## config.mk

```make
export PLATFORM = sky130hd
export DESIGN_NAME = dmt_deadman_timer_control
export DESIGN_NICKNAME = d
export VERILOG_FILES = /design/src/verilog/dmt_pkg.sv /design/src/verilog/dmt_deadman_timer_control.sv
export VERILOG_INCLUDE_DIRS = /design/src /design/src/verilog
export SDC_FILE = /design/constraint.sdc
export NUM_CORES = 1
export LEC_CHECK = 0
export ABC_AREA = 1
export ABC_CLOCK_PERIOD_IN_PS = 2100
export BUFFER_PORTS_ARGS = -buffer_cell sky130_fd_sc_hd__buf_4
export CORE_ASPECT_RATIO = 1.4
export CORE_UTILIZATION = 53
export CTS_BUF_LIST = sky130_fd_sc_hd__clkbuf_8 sky130_fd_sc_hd__clkbuf_16
export CTS_CLUSTER_DIAMETER = 30
export DETAILED_ROUTE_END_ITERATION = 10
export PLACE_DENSITY = 0.84
export SETUP_SLACK_MARGIN = 0.1
export SYNTH_ARGS = -nofsm -noshare
export SYNTH_HDL_FRONTEND = slang
export SYNTH_SLANG_ARGS = --single-unit
```

## constraint.sdc

```tcl
create_clock -name core_clk -period 2.1 [get_ports core_clk]
set_input_delay 0.105 -clock core_clk [delete_from_list [all_inputs] [get_ports core_clk]]
set_output_delay 0.105 -clock core_clk [all_outputs]
set_load 0.1 [all_outputs]
```

## src/verilog/dmt_consts.svh

```systemverilog
`ifndef DMT_CONSTS_SVH
`define DMT_CONSTS_SVH

// ----------------------------------------------------------------
// Register byte offsets on the AXI4-Lite slave
// ----------------------------------------------------------------
`define DMT_ADDR_W 8
`define DMT_OFF_CONTROL 8'h00
`define DMT_OFF_PRECLEAR 8'h04
`define DMT_OFF_SECOND 8'h08
`define DMT_OFF_STATUS 8'h0C
`define DMT_OFF_MASK 8'h10
`define DMT_OFF_STATE 8'h14

// ----------------------------------------------------------------
// Field positions and key values
// ----------------------------------------------------------------
`define DMT_ENABLE_BIT 15
`define DMT_KEY_LSB 8
`define DMT_FIRST_KEY 8'h40
// Second-step key value is arbitrary here
`define DMT_SECOND_KEY 8'h08
`define DMT_ST_BAD_FIRST_KEY_FLAG 0
`define DMT_ST_BAD2 1
`define DMT_ST_CLR 2
`define DMT_ST_W 3

// ----------------------------------------------------------------
// Reset values and bus answers
// ----------------------------------------------------------------
`define DMT_RST_KEY 8'h00
`define DMT_RST_STATUS 3'h0
`define DMT_RESP_OKAY 2'h0
`define DMT_RESP_SLVERR 2'h2

`endif

```

## src/verilog/dmt_pkg.sv

```systemverilog
`include "dmt_consts.svh"

package dmt_pkg;

  // ----------------------------------------------------------------
  // Write channel sequencing, one-hot
  // ----------------------------------------------------------------
  typedef enum logic [1:0] {
    DMT_WR_COLLECT = 2'h1,
    DMT_WR_RESP = 2'h2
  } dmt_wr_state_t;

  // ----------------------------------------------------------------
  // Whole state of the control block
  // ----------------------------------------------------------------
  typedef struct packed {
    dmt_wr_state_t wrState;
    logic awHeld;
    logic [`DMT_ADDR_W-1:0] awAddr;
    logic wHeld;
    logic [31:0] wData;
    logic [3:0] wStrb;
    logic [1:0] bResp;
    logic rValid;
    logic [31:0] rData;
    logic [1:0] rResp;
    logic swEnable;
    logic [7:0] keyField;
    logic [`DMT_ST_W-1:0] status;
    logic [`DMT_ST_W-1:0] mask;
    logic cfgMeta;
    logic cfgSync;
    logic timerEn;
    logic counterClear;
  } dmt_state_t;

endpackage : dmt_pkg

```

## src/verilog/dmt_deadman_timer_control.sv

```systemverilog
`include "dmt_consts.svh"

module dmt_deadman_timer_control (
  input wire logic core_clk,
  input wire logic rst_n,
  input wire logic [`DMT_ADDR_W-1:0] awaddr,
  input wire logic awvalid,
  output logic awready,
  input wire logic [31:0] wdata,
  input wire logic [3:0] wstrb,
  input wire logic wvalid,
  output logic wready,
  output logic [1:0] bresp,
  output logic bvalid,
  input wire logic bready,
  input wire logic [`DMT_ADDR_W-1:0] araddr,
  input wire logic arvalid,
  output logic arready,
  output logic [31:0] rdata,
  output logic [1:0] rresp,
  output logic rvalid,
  input wire logic rready,
  input wire logic configTimerEnable,
  input wire logic timerResetEvent,
  output logic timerEnable,
  output logic counterClear,
  output logic irq
);

  // ----------------------------------------------------------------
  // Address decode
  // ----------------------------------------------------------------

  // Register code 0..5, 7 for an unmapped word
  function automatic logic [2:0] regIdx(
    input logic [`DMT_ADDR_W-1:0] a
  );
    logic [`DMT_ADDR_W-1:0] w;
    w = {a[`DMT_ADDR_W-1:2], 2'h0};
    case (w)
      `DMT_OFF_CONTROL: regIdx = 3'h0;
      `DMT_OFF_PRECLEAR: regIdx = 3'h1;
      `DMT_OFF_SECOND: regIdx = 3'h2;
      `DMT_OFF_STATUS: regIdx = 3'h3;
      `DMT_OFF_MASK: regIdx = 3'h4;
      `DMT_OFF_STATE: regIdx = 3'h5;
      default: regIdx = 3'h7;
    endcase
  endfunction : regIdx

  // ----------------------------------------------------------------
  // State
  // ----------------------------------------------------------------
  dmt_pkg::dmt_state_t s_q;
  dmt_pkg::dmt_state_t s_d;

  logic wrDo;
  logic [2:0] wrIdx;
  logic [2:0] rdIdx;
  logic keyWr;
  logic [7:0] keyVal;
  logic secWr;
  logic secGood;
  logic armed;
  logic [`DMT_ST_W-1:0] evt;
  logic [`DMT_ST_W-1:0] w1c;

  // Handshakes stay combinational off the registered state
  assign awready = (s_q.wrState == dmt_pkg::DMT_WR_COLLECT) &&
                   !s_q.awHeld;
  assign wready = (s_q.wrState == dmt_pkg::DMT_WR_COLLECT) &&
                  !s_q.wHeld;
  assign bvalid = (s_q.wrState == dmt_pkg::DMT_WR_RESP);
  assign bresp = s_q.bResp;
  // One read in flight; a new address waits for rready
  assign arready = !s_q.rValid;
  assign rvalid = s_q.rValid;
  assign rdata = s_q.rData;
  assign rresp = s_q.rResp;
  assign timerEnable = s_q.timerEn;
  assign counterClear = s_q.counterClear;
  assign irq = |(s_q.status & s_q.mask);

  // ----------------------------------------------------------------
  // Write decode and key checks
  // ----------------------------------------------------------------

  // A write executes once both address and data are held
  assign wrDo = (s_q.wrState == dmt_pkg::DMT_WR_COLLECT) &&
                s_q.awHeld && s_q.wHeld;
  assign wrIdx = regIdx(s_q.awAddr);
  assign rdIdx = regIdx(araddr);
  assign armed = (s_q.keyField == `DMT_FIRST_KEY);
  // Keys live in byte lanes, so a lane left out is no write
  assign keyWr = wrDo && (wrIdx == 3'h1) && s_q.wStrb[1];
  assign keyVal = s_q.wData[`DMT_KEY_LSB+7:`DMT_KEY_LSB];
  assign secWr = wrDo && (wrIdx == 3'h2) && s_q.wStrb[0];
  assign secGood = secWr && armed &&
                   (s_q.wData[7:0] == `DMT_SECOND_KEY);

  // Sticky events: bad first key, bad second key, count cleared
  always_comb begin
    evt = '0;
    evt[`DMT_ST_BAD_FIRST_KEY_FLAG] = keyWr && (keyVal != `DMT_FIRST_KEY);
    evt[`DMT_ST_BAD2] = secWr && !secGood;
    evt[`DMT_ST_CLR] = secGood;
    w1c = '0;
    if (wrDo && (wrIdx == 3'h3) && s_q.wStrb[0]) begin
      w1c = s_q.wData[`DMT_ST_W-1:0];
    end
  end

  // ----------------------------------------------------------------
  // Next state
  // ----------------------------------------------------------------
  always_comb begin
    s_d = s_q;
    s_d.counterClear = 1'b0;
    // Config strap comes from outside this clock domain
    s_d.cfgMeta = configTimerEnable;
    s_d.cfgSync = s_q.cfgMeta;
    // Config set forces the timer on, else software decides
    s_d.timerEn = s_q.cfgSync | s_q.swEnable;

    // Capture address and data in either order
    if (awvalid && awready) begin
      s_d.awHeld = 1'b1;
      s_d.awAddr = awaddr;
    end
    if (wvalid && wready) begin
      s_d.wHeld = 1'b1;
      s_d.wData = wdata;
      s_d.wStrb = wstrb;
    end

    unique case (s_q.wrState)
      dmt_pkg::DMT_WR_COLLECT: begin
        if (wrDo) begin
          s_d.awHeld = 1'b0;
          s_d.wHeld = 1'b0;
          s_d.wrState = dmt_pkg::DMT_WR_RESP;
          s_d.bResp = (wrIdx == 3'h7) ? `DMT_RESP_SLVERR :
                      `DMT_RESP_OKAY;
          if (wrIdx == 3'h0 && s_q.wStrb[1]) begin
            s_d.swEnable = s_q.wData[`DMT_ENABLE_BIT];
          end
          if (wrIdx == 3'h4 && s_q.wStrb[0]) begin
            s_d.mask = s_q.wData[`DMT_ST_W-1:0];
          end
        end
      end
      dmt_pkg::DMT_WR_RESP: begin
        if (bready) begin
          s_d.wrState = dmt_pkg::DMT_WR_COLLECT;
        end
      end
      default: begin
        s_d.wrState = dmt_pkg::DMT_WR_COLLECT;
      end
    endcase

    // Key field keeps what was written; only 0x40 arms
    if (keyWr) begin
      s_d.keyField = keyVal;
    end
    // Completed sequence disarms and restarts the count
    if (secGood) begin
      s_d.keyField = `DMT_RST_KEY;
      s_d.counterClear = 1'b1;
    end
    // Timer reset wins over a key written in the same cycle
    if (timerResetEvent) begin
      s_d.keyField = `DMT_RST_KEY;
    end

    // Set wins over a write-one-to-clear in the same cycle
    s_d.status = (s_q.status & ~w1c) | evt;

    // Read channel
    if (s_q.rValid && rready) begin
      s_d.rValid = 1'b0;
    end
    if (arvalid && arready) begin
      s_d.rValid = 1'b1;
      s_d.rResp = `DMT_RESP_OKAY;
      s_d.rData = '0;
      case (rdIdx)
        3'h0: s_d.rData[`DMT_ENABLE_BIT] = s_q.swEnable;
        3'h1: begin
          s_d.rData[`DMT_KEY_LSB+7:`DMT_KEY_LSB] = s_q.keyField;
        end
        3'h3: s_d.rData[`DMT_ST_W-1:0] = s_q.status;
        3'h4: s_d.rData[`DMT_ST_W-1:0] = s_q.mask;
        3'h5: begin
          s_d.rData[2:0] = {s_q.cfgSync, armed, s_q.timerEn};
        end
        3'h7: s_d.rResp = `DMT_RESP_SLVERR;
        // Second key reads as zero
        default: s_d.rData = '0;
      endcase
    end
  end

  // ----------------------------------------------------------------
  // Registers
  // ----------------------------------------------------------------

  // Synchronous reset; write channel starts collecting
  always_ff @(posedge core_clk) begin
    if (!rst_n) begin
      s_q <= '0;
      s_q.wrState <= dmt_pkg::DMT_WR_COLLECT;
      s_q.keyField <= `DMT_RST_KEY;
      s_q.status <= `DMT_RST_STATUS;
    end else begin
      s_q <= s_d;
    end
  end
endmodule : dmt_deadman_timer_control

```

==> flow_results.org, run 1 <==
** Clock network
- In this run the post-CTS setup repair buffer count came out at 0.
- Total clock buffers created by CTS :: 9
- CTS H-tree depth :: 3
- TritonCTS built the clock tree.
- For this design, the sink count on the clock tree is around 60.
- Clock-pin slew was measured on the worst setup and hold paths at ~0.07 ns.
- The longest clock path from root to sink contains 2 buffers.
- Clock insertion delay at the later pin of the skew report :: between 0.3 and 0.4 ns
- After clock tree synthesis, the repair step resized 0 gates.
- The tree is rooted in a sky130_fd_sc_hd__clkbuf_8.

** Layout
- For this run, the share of the core covered by cells in the final layout is 0.661.
- Final layout net count :: around 510
- Number of fill cells in the layout :: 472
- The multi-input combinational cells in the finished layout cover a total of 0.00132 mm2.
- Most frequent standard cell in the layout excluding fill and tap cells :: sky130_fd_sc_hd__nor2_1
- The number of antenna diodes in the final layout is 0.
- Leaving out fill and tap cells, the most frequent cells in the layout are sky130_fd_sc_hd__nor2_1 (71), sky130_fd_sc_hd__nand2_1 (65), sky130_fd_sc_hd__dfxtp_1 (60), sky130_fd_sc_hd__buf_4 (60).
- Relative to the synthesized area, the layout overhead comes to 18.1%.
- Fraction of layout cells with a size suffix above 1 :: 0.222
- Total area of sequential cells :: 0.00122 mm2

** Logic synthesis
- Area share of the largest cell type after synthesis :: 0.417
- In this run, synthesis produced a sequential element count of 61.
- Count of different cell masters after synthesis :: 30
- Yosys mapped a number of flops with a built-in enable equal to 0.
- Yosys printed 0 warnings.
- The mapped netlist covers 0.00293 mm2.
- Sequential fraction of the synthesis area :: 0.417
- Post-Syn Area per Cell :: 7.27 um2
- Synth area leaders :: sky130_fd_sc_hd__dfxtp_1 (42%), sky130_fd_sc_hd__buf_4 (9.2%), sky130_fd_sc_hd__nor2_1 (9.2%)
- Of all flip-flops after synthesis, the portion carrying an async set or reset was 0.
- Instance count of the mapped netlist :: 403
- The most used flip-flop cell after synthesis is sky130_fd_sc_hd__dfxtp_1.
- The largest total area in the synthesized netlist belongs to sky130_fd_sc_hd__dfxtp_1.

** Timing
- In the finished design, the share of the clock period the worst path needs comes to 0.712.
- Max-slew headroom at the worst pin :: 0.666
- Final hold slack :: 0.00799 ns
- Clock skew on the completed layout was measured at a little under 0.006 ns.
- Setup violations remaining at the end of the flow were counted as 0.
- The final number of max-transition violations was 0.
- RSZ-0062 raised after global routing :: false
- The hold violation count in the final report was 0.
- Clock period minus worst slack :: 1.49 ns
- Achievable frequency :: 669 MHz
- Sum of negative setup slack :: 0 ns
- At the pin with the least slew margin, the transition time is approximately 0.5 ns.

** Floorplanning
- Die extent in x :: roughly 65 um
- Boundary Pins :: 105
- The floorplan has 31 rows.
- The core region is ~0.0052 mm2.
- Measured along the y axis, the die boundary spans 90.0 um.
- Starting density of the core :: 0.560
- Die area :: between 0.005 and 0.006 mm2

** GRT
- Pin count of the biggest net entering global routing :: 37
- The via count of the first global-routing pass was 2213.
- In the global route stage, overall resource usage came out at 0.201.
- The number of antenna violations at the first check in global routing was 0.
- Total overflow reported by the global router :: 0
- The first global-routing pass estimated roughly 9200 um of wire.

** Outcome
- Status :: completed

** Critical path
- The worst setup path is launched from a flip-flop.
- Max Fanout on Critical Path :: 3
- Grouping stages by cell kind, the critical path spends the most delay in buffers and inverters.
- Critical path start-end classification :: reg2out
- Required time of the critical path :: 2.00 ns
- Cell-by-cell trace of the critical path :: inv_2 -> nor2_4 -> inv_2 -> nor2_2 -> buf_4
- Among all stages on the critical path, the largest delay is contributed by sky130_fd_sc_hd__dfxtp_1.
- In this design, the critical path's most frequently occurring cell is sky130_fd_sc_hd__inv_2.
- In this design, the stage delay of the slowest critical-path cell is 0.36 ns.
- Data arrives at the worst endpoint at ~1.4 ns.
- Buffers & Inverters on Critical Path :: 3
- Critical path capture point type :: output pin

** Placed design
- Buffers on Ports :: 59
- Routability-driven placement finished with a final weighted congestion of 0.912.
- The wire-length estimate of the detail-placed layout is 4050 um.

** Run
- Max capacitance violation total :: 0

** Power and ir drop
- Maximum vdd drop :: ~0.0005 V
- In this run the power density over the cells is slightly above 900 mW/mm2.
- The analysis attributes to cell leakage a power of around 1.5 nW.

** Route
- The routed layout has 2527 vias.
- The pre-antenna-repair detailed-routing pass consisted of 4 iterations.
- Dividing the detail-routed wire length by the instance count gives 10.5 um.
- After detailed routing, the total wire length is between 5000 and 6000 um.
- Post-route ant nets :: 0
- Detailed-route vias per instance :: slightly below 5
- Iteration-0 DRC Markers :: about 130
- Drc violations :: 0

** Min path
- Hold Crit Class :: in2reg
where the power goes:
| part | total, mW | switching, mW | internal (mW) |
|---|---|---|---|
| registers | 1.28 | 0.0583 | 1.23 |
| clock network | 1.19 | 0.454 | 0.734 |
| logic | 0.667 | 0.518 | 0.150 |
worst min-delay path: cells and delay by family:
kind / cells / cell delay [ns]
AOI/OAI and AO/OA: 1 / 0.05
and+or+nand+nor: 1 / 0.07
buffers and inverters: 1 / 0.08
synthesized netlist by cell type (2+ instances only):
cell and count:
sky130_fd_sc_hd__o21ai_0 29, sky130_fd_sc_hd__buf_2 2, sky130_fd_sc_hd__nand2_1 65, sky130_fd_sc_hd__nand3_1 28
sky130_fd_sc_hd__nor2_2 3, sky130_fd_sc_hd__inv_1 30, sky130_fd_sc_hd__dfxtp_1 61, sky130_fd_sc_hd__clkbuf_1 4
sky130_fd_sc_hd__nor2_1 72, sky130_fd_sc_hd__o21ai_1 4, sky130_fd_sc_hd__buf_4 36, sky130_fd_sc_hd__inv_2 4
sky130_fd_sc_hd__a21oi_1 28, sky130_fd_sc_hd__nand4_1 10, sky130_fd_sc_hd__buf_6 3, sky130_fd_sc_hd__nor3_1 3
sky130_fd_sc_hd__nor2_4 5, sky130_fd_sc_hd__nand2_2 3, sky130_fd_sc_hd__nand3_4 2
path summary, 6_finish.rpt:
kind                  start  cells past startpoint  slack [ns]        end
setup / recovery   s_q[102]                      5        0.61    awready
setup reg to reg    s_q[16]                      7        0.61    s_q[10]
hold / removal    wdata[12]                      3       0.008  keyVal[4]
hold reg to reg      s_d[2]                      2        0.43     s_q[2]
sequential cells by signal, indices dropped and copies added, names as in the netlist:
signal and flops:
rvalid 1, bresp 1, timerEnable 1, s_d 1
rdata 11, counterClear 1, rresp 1, keyVal 8
s_q 36
metal layers:
layer / track usage / share of wire / routed length [um] / up-vias
met5: 0 / 0 / 0 / -
met4: 0.0981 / 0.021 / 117 / 0
met3: 0.0482 / 0.067 / 365 / 11
met2: 0.331 / 0.49 / 2680 / 88
met1: 0.239 / 0.42 / 2300 / 1092
li1: - / - / - / 1336
per-stage QoR:
stage          cells  area (um2)  setup WS [ns]  power [mW]
2_1_floorplan    425        3020          0.119        1.90
3_5_place_dp     504        3220          0.639        1.98
6_report         521        3460          0.605        3.14
3_3_place_gp     504        3220          0.673        1.97
4_1_cts          521        3460          0.583        3.16
5_1_grt          521        3460          0.459        3.27
logic make-up after synthesis:
kind of cell           after synthesis  synth area share
buffers and inverters               83             0.162
AND/OR/NAND/NOR                    196             0.313
flip-flops                          61             0.417
other                                1           0.00128
AO/OA/AOI/OAI                       62             0.107
area by class of cell:
class | count | share of cell area
multi-input combinational | 281 | 0.381
sequential | 61 | 0.354
timing repair buffer | 61 | 0.133
clock buffer | 11 | 0.0437
inverter | 36 | 0.0405
tap | 66 | 0.0239
clock inverter | 5 | 0.0235
repair_timing:
item                       in CTS  in global routing
setup endpoints to repair       0                  0
hold endpoints to repair        1                  0
hold buffers                    1                  0
No activity file was read; power rests on OpenSTA's default activity.
==> inputs of run 2 (changes only) <==
--- a/config.mk
+++ b/config.mk
@@ -6,15 +6,15 @@
 export SDC_FILE = /design/constraint.sdc
 export NUM_CORES = 1
 export LEC_CHECK = 0
-export ABC_AREA = 1
-export ABC_CLOCK_PERIOD_IN_PS = 2100
+export ABC_AREA = 0
+export ABC_CLOCK_PERIOD_IN_PS = 1400
 export BUFFER_PORTS_ARGS = -buffer_cell sky130_fd_sc_hd__buf_4
 export CORE_ASPECT_RATIO = 1.4
-export CORE_UTILIZATION = 53
+export CORE_UTILIZATION = 48
 export CTS_BUF_LIST = sky130_fd_sc_hd__clkbuf_8 sky130_fd_sc_hd__clkbuf_16
 export CTS_CLUSTER_DIAMETER = 30
 export DETAILED_ROUTE_END_ITERATION = 10
-export PLACE_DENSITY = 0.84
+export PLACE_DENSITY = 0.79
 export SETUP_SLACK_MARGIN = 0.1
 export SYNTH_ARGS = -nofsm -noshare
 export SYNTH_HDL_FRONTEND = slang
==> constraint.sdc (replaced) <==
create_clock -name core_clk -period 1.4 [get_ports core_clk]
set_input_delay 0.07 -clock core_clk [delete_from_list [all_inputs] [get_ports core_clk]]
set_output_delay 0.07 -clock core_clk [all_outputs]
set_load 0.1 [all_outputs]
==> run 2 against run 1 <==
Final cell count fell by 6.7%. The run now ends with setup timing left. Hold slack improved by 0.00076 ns. Clock-buffer cell count fell by 1. First-iteration DRC count fell by 3.0%. Via count rose by 0.55%. Largest power group unchanged. Clock skew barely moved.
==> flow_results.org, run 2 <==
** Outcome
- The run finished, with violations left.
- The final reports fail on setup timing.

** GRT
- Pin count of the biggest net entering global routing :: 21
- Total overflow reported by the global router :: 0
- The number of antenna violations at the first check in global routing is 0.
- The via count of the first global-routing pass was roughly 2.4k.
- Wire length of the first global-routing pass :: 11300 um
- Overall fraction of global-route tracks in use :: 0.251

** Critical path
- Across all register-to-register paths, the minimum setup slack is -0.29 ns.
- At the worst endpoint, the required time is around 1.6 ns.
- Cell with the largest stage delay on the worst path :: sky130_fd_sc_hd__dfxtp_2
- The critical path is of the reg2reg type.
- Broken down by cell family, the worst path's largest delay share belongs to simple AND/OR/NAND/NOR gates.
- STA classifies the critical path endpoint as a flip-flop.
- Measured in cells, the most critical reg-to-reg path has a length of 6.
- Slowest Stage Delay on Critical Path :: 0.35 ns
- Data on the critical path arrives at its endpoint at 1.92 ns.
- In this run the critical register-to-register path is captured at s_q[11].
- Along the worst path, the maximum fanout reaches 8.
- Buffers & Inverters on Critical Path :: 2
- STA classifies the critical path startpoint as a flip-flop.
- Startpoint of the worst-slack reg-to-reg timing path :: s_q[13]
- Cell-by-cell trace of the critical path :: nor4_4 -> nand4_1 -> buf_4 -> o41ai_4 -> buf_6 -> nor2_1

** Logic synthesis
- Yosys printed 0 warnings.
- Count of flip-flops with a built-in enable after synthesis :: 0
- Async set-reset flop share out of synthesis :: 0
- Syn Std Cell Area :: 0.00272 mm2
- Synthesis handed over a netlist of 301 instances.
- Of the post-synthesis cell area, the dominant cell type holds 0.449.
- Post-Syn Area per Cell :: 9.04 um2
- The biggest area contributor in the post-synthesis netlist is sky130_fd_sc_hd__dfxtp_1.
- Among all flip-flop cells after synthesis, the most frequent one is sky130_fd_sc_hd__dfxtp_1.
- Ranked by total cell area, the synthesized netlist is headed by sky130_fd_sc_hd__dfxtp_1 (45%), sky130_fd_sc_hd__buf_4 (10%), sky130_fd_sc_hd__mux2i_1 (7.4%).
- The synthesized netlist contains 43 unique library cells.
- List of most frequent post-synthesis cells :: sky130_fd_sc_hd__dfxtp_1 (61), sky130_fd_sc_hd__nand2_1 (44), sky130_fd_sc_hd__buf_4 (37)
- Synthesized flop and latch total :: slightly above 60
- Sequential fraction of the synthesis area :: 0.449
- Most frequently used cell type in the post-synthesis netlist :: sky130_fd_sc_hd__dfxtp_1

** Floorplanning
- Boundary Pins :: 105
- Row generation in the floorplan step produced 32 rows.
- The initial utilization of the core area, before any placement, comes to 0.496.
- In this run the horizontal extent of the chip is 65.6 um.
- Die area :: between 0.005 and 0.006 mm2
- After floorplanning, the core was sized to cover 0.00549 mm2.
- Die extent in y :: 91.1 um

** Timing
- Sum of negative setup slack :: -2.86 ns
- Final number of setup-violating endpoints :: 13
- RSZ-0062 raised after global routing :: true
- In the post-route analysis, the smallest setup slack over all paths is -0.293 ns.
- The final number of max-transition violations was 0.
- Of the available clock period, the critical path in the final layout requires 1.21.
- Clock skew on the completed layout was measured at 0.00612 ns.
- Final hold violation count :: 0
- Clock period minus worst slack :: between 1.5 and 2 ns
- Achievable frequency :: 591 MHz

** Power and ir drop
- Maximum vdd drop :: 0.000855 V
- PwrDens :: 1080 mW/mm2
- Overall Power :: 4.53 mW
- Summed over all cells, the static leakage comes to ~1.8 nW.

** Clock network
- CTS built an H-tree with a depth of 3.
- TritonCTS built the clock tree.
- Total clock buffers created by CTS :: 9
- Clock insertion delay at the later pin of the skew report :: ~0.34 ns
- The tree built by TritonCTS fans out to 61 sinks.
- The longest clock path from root to sink contains 2 buffers.
- Clock-pin slew was measured on the worst setup and hold paths at ~0.07 ns.
- Cell at the root of the clock tree :: sky130_fd_sc_hd__clkbuf_8

** Route
- Via count :: 2541
- Post-route ant nets :: 0
- Iteration-0 DRC Markers :: between 100 and 150
- Detailed-route vias per instance :: 5.23
- Drc violations :: 0
- Per-cell routed wire length :: 16.4 um
- The first TritonRoute pass finished after 4 iterations.
- DRT Wirelength :: ~8000 um

** Min path
- The path with the worst hold slack has its endpoint at s_q[102].
- The worst hold path passes through 2 cells.
- Hold Crit Class :: in2reg
- Critical hold path startpoint :: rst_n

** Run
- Max-cap violations in this run came to 0.

** Layout
- The library cell used most frequently in the layout, excluding fill and tap cells, is sky130_fd_sc_hd__buf_4.
- s_q holds more flip-flops than any other register.
- Final layout net count :: 474
- The number of antenna diodes in the final layout is 0.
- Leading cell types in the layout, fill and taps excluded :: sky130_fd_sc_hd__buf_4 (83), sky130_fd_sc_hd__dfxtp_1 (51), sky130_fd_sc_hd__nand2_1 (27)
- Post-layout instance area :: 0.00421 mm2
- Fraction of layout cells with a size suffix above 1 :: 0.438
- The register with the most flip-flops in the layout has 36 of them.
- Synth-to-Final Area Change :: 54.7%

** Placed design
- Pre-CTS WS :: -0.213 ns
- Detailed placement HPWL :: between 4000 and 5000 um
- Port buffering added 59 buffers.
- The placed instances occupy a cell area of 0.00333 mm2.
- At the end of routability-driven placement, the weighted congestion stood at 0.824.
[run 2: cell count changes after synthesis, moves of 5 or more]
cell                      before  now
sky130_fd_sc_hd__mux2i_1       0   20
sky130_fd_sc_hd__inv_1        30    6
sky130_fd_sc_hd__nor2_4        5    0
sky130_fd_sc_hd__nor2_1       72   30
sky130_fd_sc_hd__nand3_1      28    0
sky130_fd_sc_hd__o21ai_0      29    7
sky130_fd_sc_hd__a22o_1        0    6
sky130_fd_sc_hd__nand2_1      65   44
[run 2: what timing repair did]
action | 4_1_cts | 5_1_grt
setup buffers | 5 | 2
setup endpoints to repair | 28 | 52
hold endpoints to repair | 25 | 1
resized for setup | 33 | 49
hold buffers | 25 | 1
pin swaps | 15 | 25
cloned | 2 | 2
[run 2: kinds of logic after synthesis]
| group | after synthesis | synth area share |
|---|---|---|
| simple gates | 110 | 0.213 |
| mux | 21 | 0.0777 |
| other cells | 1 | 0.00138 |
| flops | 61 | 0.449 |
| compound gates | 51 | 0.127 |
| buf+inv | 57 | 0.132 |
[run 2: per-layer routing]
metal  wire, um  GRT usage
met3        381     0.0515
met2       4300      0.440
met5          0          0
met4        342      0.136
met1       2950      0.272
[run 2: through the flow]
stage | hold WS (ns) | util | std cells
after floorplan | 0.178 | - | 323
final | 0.00874 | 0.767 | 486
after global routing | 0.00713 | 0.767 | 486
after CTS | 0.000721 | 0.725 | 482
after global placement | 0.288 | 0.607 | 434
after detailed placement | 0.286 | 0.607 | 434
[run 2: worst max path at each step]
stage | from | to | cells after the start
3_5_place_dp | s_q[10] | s_q[9] | 4
2_1_floorplan | s_q[102] | keyVal[7] | 5
6_report | s_q[13] | s_q[11] | 6
3_3_place_gp | s_q[10] | s_q[9] | 4
5_1_grt | s_q[98] | s_q[10] | 6
4_1_cts | s_q[13] | s_q[9] | 4
[run 2: power breakdown]
part | switching, mW | total (mW) | leakage, nW | internal, mW
Sequential | 0.0606 | 1.87 | 0.500 | 1.81
Clock | 0.664 | 1.51 | 0.105 | 0.851
Combinational | 0.729 | 1.15 | 1.24 | 0.419
[run 2: final cells by class]
type	instances	area (um2)
multi-input cells	205	1450
fillers	347	1280
flip-flops and latches	61	1240
repair buffers	129	1210
clock buffers	10	138
well taps	68	85.1
clock inverters	6	55.1
inverters	7	30.0
==> inputs of run 3 (changes only) <==
--- a/config.mk
+++ b/config.mk
@@ -16,6 +16,7 @@
 export DETAILED_ROUTE_END_ITERATION = 10
 export PLACE_DENSITY = 0.79
 export SETUP_SLACK_MARGIN = 0.1
+export SKIP_CTS_REPAIR_TIMING = 1
 export SYNTH_ARGS = -nofsm -noshare
 export SYNTH_HDL_FRONTEND = slang
 export SYNTH_SLANG_ARGS = --single-unit
==> constraint.sdc (replaced) <==
create_clock -name core_clk -period 1.4 [get_ports core_clk]
set_input_delay 0.28 -clock core_clk [delete_from_list [all_inputs] [get_ports core_clk]]
set_output_delay 0.28 -clock core_clk [all_outputs]
set_load 0.1 [all_outputs]
==> run 3 against run 2 <==
The run still ends with setup timing left. Clock power up 28%. Critical path depth down 3. Wire length decreased by 14%. Worst setup slack improved by 0.042 ns. Combinational power barely moved. Hold slack improved by 0.14 ns. Die area unchanged. Non-clock buffer count shrank 26. Critical path type is now reg2out. Largest power group is now the clock network.
==> flow_results.org, run 3 (synthesis gave the netlist of run 2 again) <==
** Timing
- Across the routed clock network, the largest skew measured is between 0.007 and 0.008 ns.
- RSZ-0062 raised after global routing :: true
- Final hold violation count :: 0
- Max-slew violations :: 0
- Final number of setup-violating endpoints :: 33
- Across all setup checks in the final design, the least slack found is -0.252 ns.
- Share of the clock period used by the worst path :: 1.18
- Subtracting the final worst setup slack from the clock period gives ~1.7 ns.
- Timing would allow up to 605 MHz.

** Layout
- Fill cells in the final layout number around 380.
- Number of flip-flops under the largest register name :: 36
- Of the cells placed in the final design, the portion with a size suffix greater than 1 is 0.496.
- After routing the design area is approximately 0.0041 mm2.
- Synth-to-Final Area Change :: 49.5%
- Post-route non-filler standard cell count :: approximately 460
- Final antenna diode count :: 0
- Total area of sequential cells :: 0.00123 mm2
- Final layout net count :: 449
- Multi-input gate area in the final layout :: 0.00152 mm2
- Leading cell types in the layout, fill and taps excluded :: sky130_fd_sc_hd__buf_4 (79), sky130_fd_sc_hd__dfxtp_1 (52), sky130_fd_sc_hd__nand2_1 (25)
- Once layout is complete, the utilization of the core stands at 0.742.
- The library cell used most frequently in the layout, excluding fill and tap cells, is sky130_fd_sc_hd__buf_4.
- Largest reg by FF count :: s_q

** Route
- Drc violations :: 0
- The first routing iteration left about 120 violations.
- Once detail routing completed, the nets flagged for antenna violations numbered 0.
- Detailed-route vias per instance :: 5.16
- Via count :: 2377
- Before antenna repair, the detailed router went through 4 iterations.
- DRT Wirelength :: approximately 6900 um
- Per-cell routed wire length :: 14.9 um

** Min path
- Along the worst hold path, the cell count comes to 2.
- Hold Crit Class :: in2reg

** Critical path
- Counting both buffers and inverters, the worst setup path holds a total of 2.
- STA classifies the critical path startpoint as a flip-flop.
- Critical path start-end classification :: reg2out
- Worst setup slack for register-to-register paths :: -0.24 ns
- On the critical path, the stage with the largest delay is an instance of sky130_fd_sc_hd__a222oi_1.
- Slowest Stage Delay on Critical Path :: 0.45 ns
- Category of cells accounting for the largest share of critical-path delay :: compound AO/OA/AOI/OAI gates
- Required time of the critical path :: about 1.1 ns
- STA classifies the critical path endpoint as an output pin.
- Max Fanout on Critical Path :: 3
- WP data arrival :: between 1 and 1.5 ns
- The worst register-to-register path has a depth of 4.
- The signal on the critical path passes through a222oi_1 -> inv_2 -> buf_6.
- Number of gates on the worst path with buffers counted :: 3

** Clock network
- The tree is rooted in a sky130_fd_sc_hd__clkbuf_8.
- TritonCTS clock tree :: built
- Max Buffers Root-to-Sink :: 2
- The number of clock buffers added by TritonCTS is 9.
- For this design, the sink count on the clock tree is 61.
- CTS H-tree depth :: 3
- Clock input transition at the sequential cells of the worst setup and hold paths :: around 0.070 ns
- Clock insertion delay at the later pin of the skew report :: 0.35 ns

** GRT
- Summed over all layers, the global routing overflow is 0.
- Wire length of the first global-routing pass :: 9770 um
- For this run, the total global-route usage over all layers was measured as 0.215.
- The via count of the first global-routing pass is 2194.
- Pin count of the biggest net entering global routing :: 22
- Number of antenna violations at the first check in global routing :: 0

** Power and ir drop
- For this design the ratio of total power to cell area is 1210 mW/mm2.
- Leakage dissipation :: 1.78 nW
- Overall Power :: 4.92 mW
- Maximum vdd drop :: 0.00107 V

** Floorplanning
- Starting density of the core :: 0.496
- Boundary Pins :: 105
- Std-Cell Core Area :: ~0.0055 mm2
- Die extent in x :: 65.6 um
- Die area :: ~0.006 mm2
- The floorplan step set the die height to a little over 90 um.
- Placement Rows :: 32

** Run
- Max capacitance violation total :: 0

** Outcome
- Violations in the final reports :: setup timing
- Status :: finished, violations left

** Placed design
- Prior to clock tree synthesis, the placed netlist has a worst setup slack of -0.203 ns.
- Detailed placement HPWL :: 4240 um
- Gp weighted congestion :: 0.788
- Port buffering added between 50 and 60 buffers.
- After detailed placement, the total cell area comes to around 0.0033 mm2.
- In this run, placement finished with an instance count of 433.
-- run 3: cell count changes in the layout (fill, tap and decap cells not counted), sizes merged --
| cell | before | now |
|---|---|---|
| bufinv | 1 | 3 |
| clkinv | 3 | 2 |
| clkinvlp | 2 | 3 |
| dlygate4sd3 | 26 | 0 |
| inv | 7 | 5 |
| nand2 | 45 | 46 |
-- run 3: final timing paths --
check	end	from
setup / recovery	irq	s_q[6]
hold / removal	s_d[2]	configTimerEnable
setup reg to reg	s_q[9]	s_q[10]
hold reg to reg	s_q[2]	s_d[2]
-- run 3: cell type report --
| type | count | area share |
|---|---|---|
| multi-input cells | 206 | 0.374 |
| flip-flops and latches | 61 | 0.304 |
| clock buffers | 10 | 0.0338 |
| well taps | 68 | 0.0209 |
| repair buffers | 103 | 0.233 |
| inverters | 7 | 0.00738 |
| clock inverters | 6 | 0.0271 |
-- run 3: worst register-to-register path, delay by kind of cell (launching register included) --
kind / cells / cell delay, ns
AO/OA/AOI/OAI: 1 / 0.13
flip-flops: 1 / 0.34
AND/OR/NAND/NOR: 3 / 1.10
-- run 3: power by group --
group          switching (mW)  internal, mW
Clock                   0.709          1.23
Sequential             0.0583          1.81
Combinational           0.726         0.392
Total                    1.49          3.42
-- run 3: through the flow --
step	TNS, ns	hold slack (ns)
after global routing	-5.77	0.157
after floorplan	-12.56	0.388
final	-3.68	0.148
after CTS	-2.84	0.135
after global placement	-2.03	0.429
after detailed placement	-2.23	0.428
-- run 3: routing by layer --
layer / wire (um) / GRT usage / vias up
met4: 212 / 0.136 / 0
met5: 0 / 0 / -
met2: 3640 / 0.357 / 70
li1: - / - / 1150
met3: 262 / 0.0339 / 17
met1: 2740 / 0.249 / 1140
